<file path="config.mk">
export PLATFORM = sky130hd
export DESIGN_NAME = asp_serial_pins
export DESIGN_NICKNAME = d
export VERILOG_FILES = /design/src/asp_sync.v /design/src/asp_serial_pins.v
export VERILOG_INCLUDE_DIRS = /design/src
export SDC_FILE = /design/constraint.sdc
export NUM_CORES = 1
export LEC_CHECK = 0
export ABC_AREA = 1
export BUFFER_PORTS_ARGS = -buffer_cell sky130_fd_sc_hd__buf_2
export CAP_MARGIN = 30
export CORE_MARGIN = 3
export CORE_UTILIZATION = 35
export CTS_CLUSTER_DIAMETER = 30
export CTS_CLUSTER_SIZE = 30
export DETAILED_ROUTE_END_ITERATION = 8
export GPL_TIMING_DRIVEN = 0
export HOLD_SLACK_MARGIN = 0.05
export MAX_ROUTING_LAYER = met4
export PLACE_DENSITY = 0.53
export SLEW_MARGIN = 20
export SYNTH_ARGS = -nofsm -noshare
export SYNTH_HDL_FRONTEND = slang
export SYNTH_SLANG_ARGS = --single-unit
export TNS_END_PERCENT = 10
</file>
<file path="constraint.sdc">
create_clock -name mclk -period 1.3 [get_ports mclk]
set_input_delay 0.26 -clock mclk [delete_from_list [all_inputs] [get_ports mclk]]
set_output_delay 0.26 -clock mclk [all_outputs]
set_load 0.01 [all_outputs]
</file>
<file path="src/asp_regs.vh">
`ifndef ASP_REGS_VH
`define ASP_REGS_VH
// setup byte layout (command byte with bits 7:6 = 01)
`define ASP_CMD_BITS 4'h8
`define ASP_SETUP_TAG 2'h1
`define ASP_SETUP_TAG_HI 7
`define ASP_SETUP_TAG_LO 6
`define ASP_CLOCK_MODE_SELECT_HI 5
`define ASP_CLOCK_MODE_SELECT_LO 4
`define ASP_REFSEL_HI 3
`define ASP_REFSEL_LO 2
`define ASP_CLOCK_MODE_SELECT_RESET 2'h2
`define ASP_REFSEL_RESET 2'h0
`define ASP_CLOCK_MODE_SELECT_EXT 2'h3
`define ASP_CLOCK_MODE_SELECT_CNV_HI 2'h1
`define ASP_REFSEL_EXT_DIFF 2'h3
`define ASP_RESULT_BITS 5'h10
`endif

</file>
<file path="src/asp_sync.v">
`timescale 1ns/1ps
module asp_sync
#(
    parameter RST_LVL = 1'b1 // level the pin rests at
)
(
    input wire mclk, // system clock
    input wire rstn, // async reset, active low
    input wire async_in, // pin level from outside
    output reg level_q, // debounced level
    output reg rise_q, // one-cycle pulse on rise
    output reg fall_q // one-cycle pulse on fall
);
    reg s1_q;
    reg s2_q;
    reg s3_q;
    // preset to the rest level so that no false edge follows reset
    always @(posedge mclk or negedge rstn)
    begin
        if (!rstn)
        begin
            s1_q <= RST_LVL;
            s2_q <= RST_LVL;
            s3_q <= RST_LVL;
            level_q <= RST_LVL;
            rise_q <= 1'b0;
            fall_q <= 1'b0;
        end
        else
        begin
            s1_q <= async_in;
            s2_q <= s1_q;
            s3_q <= s2_q;
            rise_q <= 1'b0;
            fall_q <= 1'b0;
            // a change counts only once stages two and three agree
            if (s2_q == s3_q && s2_q != level_q)
            begin
                level_q <= s2_q;
                rise_q <= s2_q;
                fall_q <= ~s2_q;
            end
        end
    end
endmodule // asp_sync

</file>
<file path="src/asp_serial_pins.v">
`timescale 1ns/1ps
`include "asp_regs.vh"
module asp_serial_pins
(
    input wire mclk, // 25 MHz system clock
    input wire rstn, // async reset, active low
    input wire sclk, // serial clock from host
    input wire cs_n, // chip select, active low
    input wire din, // serial data in
    input wire cnv_pin, // shared pin: convert_start_n or analog_input_fifteen
    input wire conv_done, // core pulse: result ready
    input wire [15:0] result, // core result word to shift out
    output reg dout_o, // serial data out
    output reg dout_oe, // serial data out enable
    output reg eoc_n_q, // end of conversion, active low
    output reg cmd_valid_q, // pulse: a whole byte arrived
    output reg [7:0] cmd_byte_q, // last received byte
    output reg first_byte_q, // received byte was the command byte
    output reg convert_start_q, // pulse: convert_start_n fell, pin in start role
    output reg cnv_is_start_q, // pin acts as convert_start_n
    output reg ref_minus_q, // other pin acts as reference minus
    output reg [1:0] clock_mode_select_q // clock mode field of setup
);
    wire sclk_rise;
    wire sclk_fall;
    wire cs_lvl;
    wire cs_fall;
    wire din_lvl;
    wire cnv_fall;
    wire start_edge;
    reg [2:0] bit_cnt_q;
    reg [7:0] shift_in_q;
    reg first_q;
    reg [15:0] shift_out_q;
    reg [15:0] result_q;
    // next values of the setup decode and of the end-of-conversion flag
    reg [7:0] rx_byte_d;
    reg setup_hit_d;
    reg [1:0] mode_d;
    reg start_role_d;
    reg ref_minus_d;
    reg eoc_n_d;

    // reset levels follow the idle pins: sclk idles low, select and start idle high
    asp_sync
    #(
        .RST_LVL(1'b0)
    )
    u_sclk
    (
        .mclk(mclk),
        .rstn(rstn),
        .async_in(sclk),
        .level_q(),
        .rise_q(sclk_rise),
        .fall_q(sclk_fall)
    );

    asp_sync
    #(
        .RST_LVL(1'b1)
    )
    u_cs
    (
        .mclk(mclk),
        .rstn(rstn),
        .async_in(cs_n),
        .level_q(cs_lvl),
        .rise_q(),
        .fall_q(cs_fall)
    );

    asp_sync
    #(
        .RST_LVL(1'b0)
    )
    u_din
    (
        .mclk(mclk),
        .rstn(rstn),
        .async_in(din),
        .level_q(din_lvl),
        .rise_q(),
        .fall_q()
    );

    asp_sync
    #(
        .RST_LVL(1'b1)
    )
    u_cnv
    (
        .mclk(mclk),
        .rstn(rstn),
        .async_in(cnv_pin),
        .level_q(),
        .rise_q(),
        .fall_q(cnv_fall)
    );

    assign start_edge = cnv_is_start_q && cnv_fall;

    // decode of the byte that completes on this serial clock rise
    always @*
    begin
        rx_byte_d = {shift_in_q[6:0], din_lvl};
        mode_d = rx_byte_d[`ASP_CLOCK_MODE_SELECT_HI:`ASP_CLOCK_MODE_SELECT_LO];
        setup_hit_d = first_q && (rx_byte_d[`ASP_SETUP_TAG_HI:`ASP_SETUP_TAG_LO] == `ASP_SETUP_TAG);
        // only the two pin-timed modes hand the shared pin to convert start
        start_role_d = (mode_d != `ASP_CLOCK_MODE_SELECT_RESET) && (mode_d != `ASP_CLOCK_MODE_SELECT_EXT);
        ref_minus_d = (rx_byte_d[`ASP_REFSEL_HI:`ASP_REFSEL_LO] == `ASP_REFSEL_EXT_DIFF);
    end

    // select or start fall beats a result arriving in the same cycle
    always @*
    begin
        eoc_n_d = eoc_n_q;
        if (clock_mode_select_q == `ASP_CLOCK_MODE_SELECT_EXT)
            eoc_n_d = 1'b1;
        else if (cs_fall || start_edge)
            eoc_n_d = 1'b1;
        else if (conv_done)
            eoc_n_d = 1'b0;
    end

    // receive path
    always @(posedge mclk or negedge rstn)
    begin
        if (!rstn)
        begin
            bit_cnt_q <= 3'h0;
            shift_in_q <= 8'h00;
            first_q <= 1'b1;
            cmd_valid_q <= 1'b0;
            cmd_byte_q <= 8'h00;
            first_byte_q <= 1'b0;
            cnv_is_start_q <= 1'b0;
            ref_minus_q <= 1'b0;
            clock_mode_select_q <= `ASP_CLOCK_MODE_SELECT_RESET;
        end
        else
        begin
            cmd_valid_q <= 1'b0;
            if (cs_fall)
            begin
                bit_cnt_q <= 3'h0;
                first_q <= 1'b1;
            end
            else if (!cs_lvl && sclk_rise)
            begin
                shift_in_q <= {shift_in_q[6:0], din_lvl};
                bit_cnt_q <= bit_cnt_q + 3'h1;
                if (bit_cnt_q == 3'h7)
                begin
                    cmd_valid_q <= 1'b1;
                    cmd_byte_q <= rx_byte_d;
                    first_byte_q <= first_q;
                    first_q <= 1'b0;
                    // only the first byte of a frame can be the setup byte
                    if (setup_hit_d)
                    begin
                        clock_mode_select_q <= mode_d;
                        cnv_is_start_q <= start_role_d;
                        ref_minus_q <= ref_minus_d;
                    end
                end
            end
        end
    end

    // transmit path and pin drivers
    always @(posedge mclk or negedge rstn)
    begin
        if (!rstn)
        begin
            shift_out_q <= 16'h0000;
            result_q <= 16'h0000;
            dout_o <= 1'b0;
            dout_oe <= 1'b0;
        end
        else
        begin
            if (conv_done)
                result_q <= result;
            dout_oe <= ~cs_lvl;
            // the word is copied at select fall, so a new result cannot tear a frame
            if (cs_fall)
            begin
                shift_out_q <= result_q;
            end
            else if (!cs_lvl && sclk_fall)
            begin
                // zeros follow the last result bit
                dout_o <= shift_out_q[15];
                shift_out_q <= {shift_out_q[14:0], 1'b0};
            end
            if (cs_lvl)
                dout_o <= 1'b0;
        end
    end

    // end of conversion and convert start
    always @(posedge mclk or negedge rstn)
    begin
        if (!rstn)
        begin
            eoc_n_q <= 1'b1;
            convert_start_q <= 1'b0;
        end
        else
        begin
            convert_start_q <= start_edge;
            eoc_n_q <= eoc_n_d;
        end
    end
endmodule // asp_serial_pins

</file>
==> results.tsv, run 1 <==
stage	metric	value	unit
placed_design	post-dp-hpwl	4.19	mm
floorplan	io_pins	41	
run	max_cap_violations	0	
sta	max_freq	759	MHz
placed_design	place_area	3560	um^2
grt	first_global_vias	2215	
layout	final_core_util	44.5	%
sta	skew	0.0157	ns
yosys	post-synth-top-count-cell	nand2_1	
setup_path	crit_path_max_fanout	7	
placed_design	portBuffers	39	
placed_design	place.gp.congestion	0.725	
drt	vias	2248	
setup_path	regToRegSetupSlack	-0.02	ns
drt	drc	0	
yosys	syn_area	3210	um^2
drt	detail-route-antenna-nets	0	
yosys	netlist_instances	318	
setup_path	ff2ff_path_depth	7	
floorplan	die_h	102	um
floorplan	core_area	8810	um^2
sta	drv_slew	0	
floorplan	fp.dieW	102	um
outcome	violations	setup timing	
sta	max_slew_margin	64.2	%
clock_network	clock-sinks	81	
sta	fin_ws	-0.0179	ns
clock_network	cts_tree	done	
layout	multi_input_area	1000	um^2
clock_network	clock_path_buffers	2	
sta	setup_violations	4	
layout	drive_above_1_share	29.2	%
layout	area_growth	22.0	%
setup_path	worstReg2RegStart	bit_cnt_q[1]$_DFFE_PN0P_	
yosys	yosys.cell_types.count	25	
sta	min_period_over_period	101	%
setup_path	cp.arrival	1.57	ns
sta	worst_slew_pin_slew	0.537	ns
layout	n_antenna_cell	0	
layout	fin_cells	491	
outcome	status	finished with violations	
min_path	min_to	result_q[14]$_DFFE_PN0P_	
grt	grt_max_degree	43	
sta	hold_violations	0	
floorplan	start_util	36.4	%
yosys	avgSynthCellArea	10.1	um^2
placed_design	place_worst_setup_slack	-0.135	ns
clock_network	path_clk_slew	0.09	ns
setup_path	crit_type	reg -> reg	
yosys	post-synth-top-area-cell	dfrtp_1	
min_path	worstHoldPathType	in -> reg	
floorplan	rows	34	
clock_network	cts_made_buffers	9	
clock_network	htreeDepth	3	
clock_network	clockRootBuffer	clkbuf_8	
layout	final_design_area_no_fill	3920	um^2
grt	gr-total-overflow	0	
sta	period_needed	1.32	ns
yosys	synth_top_flop_cell	dfrtp_1	
yosys	yosys-top-cells-area	dfrtp_1 55%, nand2_1 13%, dfstp_2 9.0%	
setup_path	r2r_end	cnv_is_start_q$_DFFE_PN0P_	
setup_path	cp.required	1.55	ns
yosys	syn_nets	343	
grt	antenna_found_initial	0	
layout	num-fill-cells	873	
power_and_ir_drop	power-per-cell-area	1560	nW/um^2
min_path	whs_path_depth	3	
grt	grt_pass1_wl	10.4	mm
sta	rsz0062_at_grt	yes	
grt	grt_use_total	13.4	%
setup_path	crit_path_start_kind	flop	
clock_network	insertion_delay	0.36	ns
drt	dr.pass1.iters	4	
drt	wl_per_cell	12.5	um
yosys	synth_edf_count	0	
yosys	yosys-top-cells-count	115 x nand2_1, 70 x dfrtp_1, 29 x inv_1, 24 x o21ai_0, 19 x o21ai_2	
yosys	synth.top_cell.area_share	54.6	%
layout	nNetsFinal	403	
min_path	min_from	result[14]	
drt	wl	6.14	mm
yosys	synth-seq-cells	81	
setup_path	cp-end-kind	flop	
power_and_ir_drop	power.total	6.11	mW
drt	drtIter0Drc	68	
yosys	ys_seq_area_share	63.6	%
yosys	yosysWarnings	0	
power_and_ir_drop	ir_drop	0.000597	V
floorplan	die-area	10400	um^2
power_and_ir_drop	power_leakage	1.97	nW
layout	seqCellArea	2040	um^2
drt	viasPerCell	4.58	
placed_design	place_inst	466	
yosys	async_reset_ff_share	100	%
-- metrics by stage --
step | hold WS (ns) | setup TNS (ns)
after floorplan | -0.0356 | 0
after global placement | 0.335 | -52.42
after detailed placement | 0.278 | -0.834
after CTS | 0.0856 | -0.181
after global routing | 0.102 | -1.09
final | 0.102 | -0.0349
-- cell usage in the layout, fill, tap and decap left out, drive strengths merged --
master	Yosys	layout
a21oi	8	8
buf	10	54
bufinv	0	2
clkbuf	1	10
clkinv	0	2
dfrtp	70	70
dfstp	11	11
dlygate4sd3	0	5
ha	2	2
inv	31	34
maj3	1	1
nand2	119	119
nand3	7	7
nand4	2	2
nor2	7	7
nor3	4	4
nor3b	1	1
o211ai	1	1
o21ai	43	43
-- power by group --
part	internal (mW)	switching, mW	total, mW
logic	0.380	0.549	0.930
registers	2.92	0.184	3.10
clock network	1.10	0.973	2.08
-- state kept, by name, indices dropped and copies added (netlist names), 2 cells and up --
name,count
bit_cnt_q,3
clock_mode_select_q,2
cmd_byte_q,8
result_q,16
shift_in_q,7
shift_out_q,16
-- timing repair --
action / CTS / global route
hold buffers: 5 / 0
gates cloned: 0 / 0
pin swaps: 4 / 3
setup endpoints to repair: 27 / 25
buffers inserted: 4 / 0
resized for setup: 7 / 3
endpoints found under the hold margin: 35 / 0
-- layer usage --
metal | GRT usage [%] | share of wire, %
met2 | 20.0 | 47
met4 | 5.21 | 1.9
met5 | - | 0
met3 | 3.93 | 3.9
met1 | 17.3 | 47
-- worst max-delay path by stage --
stage / from / end / slack (ns) / cells after the start
after floorplan: bit_cnt_q[0]$_DFFE_PN0P_ / clock_mode_select_q[0]$_DFFE_PN0P_ / 0.02 / 7
after global placement: rstn / cmd_byte_q[1]$_DFFE_PN0P_ / -0.70 / 1
final: bit_cnt_q[1]$_DFFE_PN0P_ / cnv_is_start_q$_DFFE_PN0P_ / -0.02 / 7
after global routing: bit_cnt_q[0]$_DFFE_PN0P_ / cnv_is_start_q$_DFFE_PN0P_ / -0.12 / 7
after CTS: bit_cnt_q[1]$_DFFE_PN0P_ / cnv_is_start_q$_DFFE_PN0P_ / -0.03 / 7
after detailed placement: bit_cnt_q[0]$_DFFE_PN0P_ / clock_mode_select_q[0]$_DFFE_PN0P_ / -0.14 / 7
-- kinds of logic after synthesis --
logic type | after synthesis | share of synthesized area (%)
adder cells (fa/ha/maj) | 3 | 1.09
AND/OR/NAND/NOR | 140 | 18.4
AO/OA/AOI/OAI | 52 | 10.8
buffers and inverters | 42 | 6.12
flip-flops | 81 | 63.6
-- final cells by class --
type	instances	area share, %
Tap cell	108	3.45
Clock inverter	7	2.56
Clock buffer	9	3.16
Multi-Input combinational cell	195	25.5
Sequential cell	81	52.1
Timing Repair Buffer	49	7.92
Inverter	31	3.16
Buffer	11	2.11
-- worst max-delay path, cell delays in order (launching register included) --
cell     delay, ns
dfrtp_1       0.38
ha_2          0.20
ha_4          0.16
nand3_4       0.08
nor2_4        0.17
nand2_2       0.10
nand2_1       0.08
nand2_1       0.04
Power figures use the tool's default switching activity.
==> inputs of run 2 (changes only) <==
--- a/config.mk
+++ b/config.mk
@@ -21,5 +21,6 @@
 export SLEW_MARGIN = 20
 export SYNTH_ARGS = -nofsm -noshare
 export SYNTH_HDL_FRONTEND = slang
+export SYNTH_HIERARCHICAL = 1
 export SYNTH_SLANG_ARGS = --single-unit
 export TNS_END_PERCENT = 10
==> run 2 against run 1 <==
Compared with the run above: the flow now finishes without violations; first-iteration DRC count is 38% higher; design area is 2.0% lower; sequential power hardly changed; synthesized area is 3.2% lower; core utilization is 1.1 points higher; via count is 0.62% lower; clock-buffer cell count is 1 higher; clock power is 4% lower; critical path depth stayed put; hold slack better by 0.012 ns; synthesized cell count is 2.8% higher; wire length is 4.9% lower.
==> results.tsv, run 2 <==
stage	metric	value	unit	change
outcome	status	complete, no violations		
yosys	syn_area	3110	um^2	-3.2%
power_and_ir_drop	p_int	4.32	mW	-1.7%
setup_path	crit_slowest_cell	dfrtp_1		
clock_network	clock_path_buffers	2		unchanged
sta	fin_ws	0.00342	ns	+0.0214 ns
drt	wl	5.84	mm	-4.9%
setup_path	path_cells	ha_2 > ha_4 > nand3_4 > nor2_4 > nand2_2 > nand2_1 > nand2_1		
floorplan	start_util	36.9	%	+0.44 points
setup_path	r2r_end	ref_minus_q$_DFFE_PN0P_		
sta	rsz0062_at_grt	yes		
power_and_ir_drop	p_sw_share	26.8	%	-1.1 points
sta	period_needed	1.30	ns	-0.0214 ns
min_path	worstHoldPathType	in -> reg		
sta	setup_violations	0		-4
setup_path	crit_top_cell	nand2_1		
clock_network	path_clk_slew	0.09	ns	about the same
setup_path	cp.required	1.55	ns	about the same
placed_design	post-dp-hpwl	4.00	mm	-4.4%
sta	max_slew_margin	63.5	%	-0.70 points
grt	first_global_vias	2163		-2.3%
grt	grt_use_total	13.1	%	-0.31 points
setup_path	endpoint	ref_minus_q$_DFFE_PN0P_		
layout	top_regs	result_q x16, shift_out_q x16, cmd_byte_q x8		
floorplan	io_pins	41		unchanged
power_and_ir_drop	combPwrFrac	13.8	%	-1.4 points
clock_network	clockRootBuffer	clkbuf_8		
clock_network	insertion_delay	0.34	ns	-0.02 ns
setup_path	cp-startpoint	bit_cnt_q[0]$_DFFE_PN0P_		
drt	drc	0		unchanged
grt	grt_max_degree	44		+2.3%
setup_path	crit_path_start_kind	flop		
yosys	yosysWarnings	6		+6
setup_path	cp.arrival	1.54	ns	-0.03 ns
setup_path	worstReg2RegStart	bit_cnt_q[0]$_DFFE_PN0P_		
floorplan	fp.dieW	100	um	-1.5%
placed_design	place_worst_setup_slack	-0.192	ns	-0.0565 ns
power_and_ir_drop	p_sw	1.59	mW	-7.1%
sta	min_period_over_period	99.7	%	-1.6 points
setup_path	crit_path_max_fanout	6		-1
sta	worst_slew_pin_slew	0.548	ns	+0.0105 ns
sta	max_freq	771	MHz	+1.6%
placed_design	place.gp.congestion	0.711		-2.0%
setup_path	ff2ff_path_depth	7		unchanged
power_and_ir_drop	clkPwrFrac	33.8	%	-0.2 points
drt	vias	2234		-0.62%
layout	multi_input_area	923	um^2	-7.6%
floorplan	rows	33		-2.9%
layout	final_core_util	45.6	%	+1.1 points
setup_path	regToRegSetupSlack	0.003	ns	+0.02 ns
run	max_cap_violations	0		unchanged
sta	drv_slew	0		unchanged
floorplan	die-area	10000	um^2	-3.0%
layout	area_growth	23.6	%	
setup_path	critPathMaxStageDelay	0.37	ns	about the same
placed_design	portBuffers	39		unchanged
yosys	syn_nets	352		+2.6%
clock_network	cts_tree	done		
clock_network	clock-sinks	81		unchanged
drt	dr.pass1.iters	4		unchanged
clock_network	htreeDepth	3		unchanged
layout	layout_commonest_cell	nand2_1		
power_and_ir_drop	power_leakage	1.92	nW	-2.7%
setup_path	cp-end-kind	flop		
power_and_ir_drop	ir_drop	0.000627	V	+4.9%
sta	skew	0.00873	ns	-0.00697 ns
grt	gr-total-overflow	0		unchanged
layout	final_cell_mix	114 x nand2_1, 69 x dfrtp_1, 40 x buf_2		
layout	n_antenna_cell	0		unchanged
setup_path	crit_type	reg -> reg		
power_and_ir_drop	power-per-cell-area	1540	nW/um^2	-1.3%
layout	drive_above_1_share	24.0	%	-5.2 points
yosys	netlist_instances	327		+2.8%
sta	hold_violations	0		unchanged
floorplan	die_h	100	um	-1.5%
layout	nNetsFinal	411		+2.0%
grt	grt_pass1_wl	10.1	mm	-3.0%
sta	setup_tns	0	ns	+0.0349 ns
layout	num-fill-cells	852		-2.4%
yosys	avgSynthCellArea	9.50	um^2	-5.9%
floorplan	core_area	8420	um^2	-4.3%
drt	drtIter0Drc	94		+38%
clock_network	cts_made_buffers	9		unchanged
min_path	min_from	result[5]		
grt	antenna_found_initial	0		unchanged
power_and_ir_drop	seqPwrFrac	52.4	%	+1.6 points
placed_design	place_area	3460	um^2	-3.0%
layout	final_design_area_no_fill	3840	um^2	-2.0%
drt	viasPerCell	4.50		-1.6%
layout	seqCellArea	2040	um^2	about the same
drt	detail-route-antenna-nets	0		unchanged
drt	wl_per_cell	11.8	um	-5.9%
-- run 2: how the worst min path moves through the flow --
stage                               endpoint  slack, ns  cells after the start
finish               result_q[5]$_DFFE_PN0P_       0.11                      3
global route         result_q[4]$_DFFE_PN0P_       0.11                      3
CTS                  result_q[5]$_DFFE_PN0P_        0.1                      3
detailed placement      u_din/s1_q$_DFF_PN0_       0.29                      1
global placement       u_sclk/s2_q$_DFF_PN0_       0.33                      0
floorplan           bit_cnt_q[0]$_DFFE_PN0P_      -0.04                      0
-- run 2: through the flow --
| stage | power, mW | cells | hold slack (ns) |
|---|---|---|---|
| finish | 5.91 | 496 | 0.114 |
| global route | 6.30 | 496 | 0.110 |
| CTS | 5.96 | 496 | 0.0979 |
| detailed placement | 3.90 | 472 | 0.287 |
| global placement | 3.87 | 471 | 0.334 |
| floorplan | 3.63 | 327 | -0.0356 |
-- run 2: routing by layer --
layer	global-route usage [%]	share of wire, %	wire, um
met1	17.8	51	3000
met2	18.9	43	2530
met3	2.85	3.7	215
met4	5.91	1.8	107
met5	-	0	0
-- run 2: cell type report --
class | count | share of cell area (%)
flip-flops and latches | 81 | 53.2
multi-input cells | 200 | 24.1
repair buffers | 48 | 7.99
inverters | 34 | 3.46
well taps | 105 | 3.42
clock buffers | 10 | 3.32
clock inverters | 6 | 2.41
plain buffers | 12 | 2.15
-- run 2: power groups by stage --
stage	clock [mW]	combinational [mW]	sequential, mW
3_3_place_gp	0	0.738	3.13
6_report	2.00	0.814	3.10
2_1_floorplan	0	0.525	3.10
3_5_place_dp	0	0.760	3.14
4_1_cts	2.06	0.808	3.09
5_1_grt	2.18	0.971	3.15
-- run 2: critical path: cells and delay by family (launching register included) --
kind | cells | cell delay (ns)
and+or+nand+nor | 5 | 0.46
DFF | 1 | 0.37
adders and majority gates | 2 | 0.36
-- run 2: what timing repair did --
item | 4_1_cts | 5_1_grt
gates resized for setup | 11 | 24
pin swaps | 2 | 4
buffers inserted | 3 | 0
endpoints found under the setup margin | 15 | 39
endpoints found under the hold margin | 39 | 0
hold buffers | 5 | 0
==> inputs of run 3 (changes only) <==
--- a/config.mk
+++ b/config.mk
@@ -17,7 +17,6 @@
 export GPL_TIMING_DRIVEN = 0
 export HOLD_SLACK_MARGIN = 0.05
 export MAX_ROUTING_LAYER = met4
-export PLACE_DENSITY = 0.53
 export SLEW_MARGIN = 20
 export SYNTH_ARGS = -nofsm -noshare
 export SYNTH_HDL_FRONTEND = slang
==> run 3 against run 2 <==
Compared with the run above: sequential share of layout area is the same; total power shrank 0.41%; sequential power about the same; design area unchanged; clock power about the same; critical path depth stayed put; wire length down 1.1%; via count rose by 0.76%; non-clock buffer count up 2; hold slack gained 0.0030 ns; clock-buffer cell count down 1; largest cell class unchanged.
==> results.tsv, run 3 (synthesized netlist as in run 2, its figures left out) <==
stage	metric	value	unit	change
layout	n_antenna_cell	0		unchanged
sta	skew	0.00989	ns	+0.00116 ns
setup_path	crit_type	reg -> reg		
power_and_ir_drop	p_sw_share	26.7	%	-0.13 points
min_path	whs_path_depth	3		unchanged
grt	antenna_found_initial	0		unchanged
sta	max_slew_margin	69.6	%	+6.1 points
power_and_ir_drop	power_leakage	1.93	nW	+0.42%
clock_network	clock-sinks	81		unchanged
drt	drtIter0Drc	122		+30%
layout	num-fill-cells	802		-5.9%
setup_path	path_cells	ha_2 > ha_4 > nand3_4 > nor2_4 > nand2_2 > nand2_1 > nand2_1		
power_and_ir_drop	ir_drop	0.000783	V	+25%
setup_path	cp-end-kind	flop		
clock_network	cts_tree	done		
clock_network	insertion_delay	0.34	ns	about the same
floorplan	core_area	8420	um^2	unchanged
sta	rsz0062_at_grt	yes		
layout	area_growth	23.6	%	unchanged
drt	vias	2251		+0.76%
setup_path	cp.required	1.54	ns	about the same
grt	grt.met2_usage	19.1	%	+0.20 points
placed_design	place_inst	472		unchanged
sta	period_needed	1.29	ns	-0.0114 ns
setup_path	ff2ff_path_depth	7		unchanged
floorplan	fp.dieW	100	um	unchanged
setup_path	crit_path_start_kind	flop		
setup_path	path_buf_inv	0		unchanged
sta	min_period_over_period	98.9	%	-0.87 points
drt	viasPerCell	4.52		+0.36%
placed_design	place.gp.congestion	0.754		+6.1%
floorplan	io_pins	41		unchanged
power_and_ir_drop	power-per-cell-area	1530	nW/um^2	-0.41%
layout	top_regs	result_q x16, shift_out_q x16, cmd_byte_q x8		
drt	wl	5.78	mm	-1.1%
clock_network	path_clk_slew	0.09	ns	about the same
grt	grt_use_total	13.3	%	+0.18 points
grt	met1_usage	18.3	%	+0.50 points
floorplan	rows	33		unchanged
power_and_ir_drop	combPwrFrac	13.8	%	about the same
power_and_ir_drop	p_sw	1.57	mW	-0.89%
clock_network	htreeDepth	3		unchanged
drt	drc	0		unchanged
min_path	worstHoldPathType	in -> reg		
setup_path	crit_path_max_fanout	7		+1
layout	final_design_area_no_fill	3840	um^2	unchanged
run	max_cap_violations	0		unchanged
power_and_ir_drop	seqPwrFrac	52.6	%	+0.2 points
sta	setup_violations	0		unchanged
grt	grt_pass1_wl	10.4	mm	+2.9%
drt	wl_per_cell	11.6	um	-1.5%
layout	final_cell_mix	114 x nand2_1, 69 x dfrtp_1, 41 x buf_2		
setup_path	path_delay_family	simple AND/OR/NAND/NOR gates		
layout	drive_above_1_share	24.4	%	+0.39 points
placed_design	place_area	3460	um^2	+0.22%
clock_network	cts_made_buffers	9		unchanged
sta	drv_slew	0		unchanged
grt	use_met3	3.27	%	+0.42 points
drt	dr.pass1.iters	4		unchanged
floorplan	die_h	100	um	unchanged
grt	gr-total-overflow	0		unchanged
sta	hold_violations	0		unchanged
placed_design	portBuffers	39		unchanged
power_and_ir_drop	p_int	4.31	mW	-0.23%
layout	layout_commonest_cell	nand2_1		
setup_path	critPathMaxStageDelay	0.36	ns	about the same
sta	max_freq	778	MHz	+0.88%
setup_path	cp.depth	7		unchanged
floorplan	start_util	36.9	%	unchanged
setup_path	crit_top_cell	nand2_1		
placed_design	post-dp-hpwl	3.94	mm	-1.7%
setup_path	cp.arrival	1.53	ns	about the same
floorplan	die-area	10000	um^2	unchanged
clock_network	clockRootBuffer	clkbuf_8		
grt	grt_max_degree	48		+9.1%
grt	first_global_vias	2268		+4.9%
setup_path	crit_slowest_cell	dfrtp_1		
sta	worst_slew_pin_slew	0.457	ns	-0.0911 ns
power_and_ir_drop	clkPwrFrac	33.6	%	-0.2 points
outcome	status	complete, no violations		
grt	grt.busiest_layer	met2		
layout	nNetsFinal	413		+0.49%
clock_network	clock_path_buffers	2		unchanged
drt	detail-route-antenna-nets	0		unchanged
layout	fin_cells	498		+0.40%
==> run 3: worst paths after layout <==
kind	endpoint	startpoint	slack [ns]
worst max-delay path	ref_minus_q$_DFFE_PN0P_	bit_cnt_q[0]$_DFFE_PN0P_	0.01
worst min-delay path	result_q[5]$_DFFE_PN0P_	result[5]	0.12
worst max register to register	ref_minus_q$_DFFE_PN0P_	bit_cnt_q[0]$_DFFE_PN0P_	0.01
worst min register to register	u_sclk/s2_q$_DFF_PN0_	u_sclk/s1_q$_DFF_PN0_	0.35
max in group asynchronous	first_q$_DFFE_PN1P_	rstn	0.24
min in group asynchronous	result_q[5]$_DFFE_PN0P_	rstn	0.42
==> run 3: through the flow <==
| step | setup slack (ns) | TNS, ns | hold WS, ns | total power [mW] | utilization, % |
|---|---|---|---|---|---|
| floorplan | 0.0156 | 0 | -0.0356 | 3.63 | - |
| finish | 0.0148 | 0 | 0.117 | 5.89 | 45.6 |
| CTS | -0.00835 | -0.0284 | 0.0982 | 5.96 | 45.1 |
| global placement | -0.645 | -49.32 | 0.334 | 3.86 | 40.8 |
| global route | -0.0910 | -0.505 | 0.107 | 6.30 | 45.6 |
| detailed placement | -0.201 | -1.75 | 0.247 | 3.90 | 41.1 |
==> run 3: routing by layer <==
metal	vias to the layer above	part of all wire (%)	wire, um
met1	1059	51	2960
met3	5	4.0	231
met4	0	0.83	48
met2	46	44	2540
met5	-	0	0
li1	1141	-	-
==> run 3: cell type report <==
class                           instances  area (um^2)  share of cell area [%]
Clock buffer                            9          124                    3.23
Sequential cell                        81         2040                    53.2
Clock inverter                          7         93.8                    2.44
Timing Repair Buffer                   50          319                    8.31
Buffer                                 12         77.6                    2.02
Inverter                               34          128                    3.32
Multi-Input combinational cell        200          923                    24.1
Tap cell                              105          131                    3.42
==> run 3: what timing repair did <==
action,CTS,global route
setup buffers,3,2
pin swaps,1,6
hold endpoints to repair,34,0
hold buffers,5,0
endpoints found under the setup margin,14,38
gates resized for setup,11,23
==> run 3: power groups by stage <==
| stage | sequential, mW | combinational, mW | clock, mW |
|---|---|---|---|
| final | 3.10 | 0.813 | 1.98 |
| after global routing | 3.15 | 0.984 | 2.17 |
| after CTS | 3.09 | 0.803 | 2.06 |
| after detailed placement | 3.14 | 0.758 | 0 |
| after global placement | 3.13 | 0.728 | 0 |
| after floorplan | 3.10 | 0.525 | 0 |
==> run 3: tightest hold or removal path: cells and delay by family <==
kind / cells / cell delay (ns)
buffers and inverters: 1 / 0.08
and+or+nand+nor: 2 / 0.09
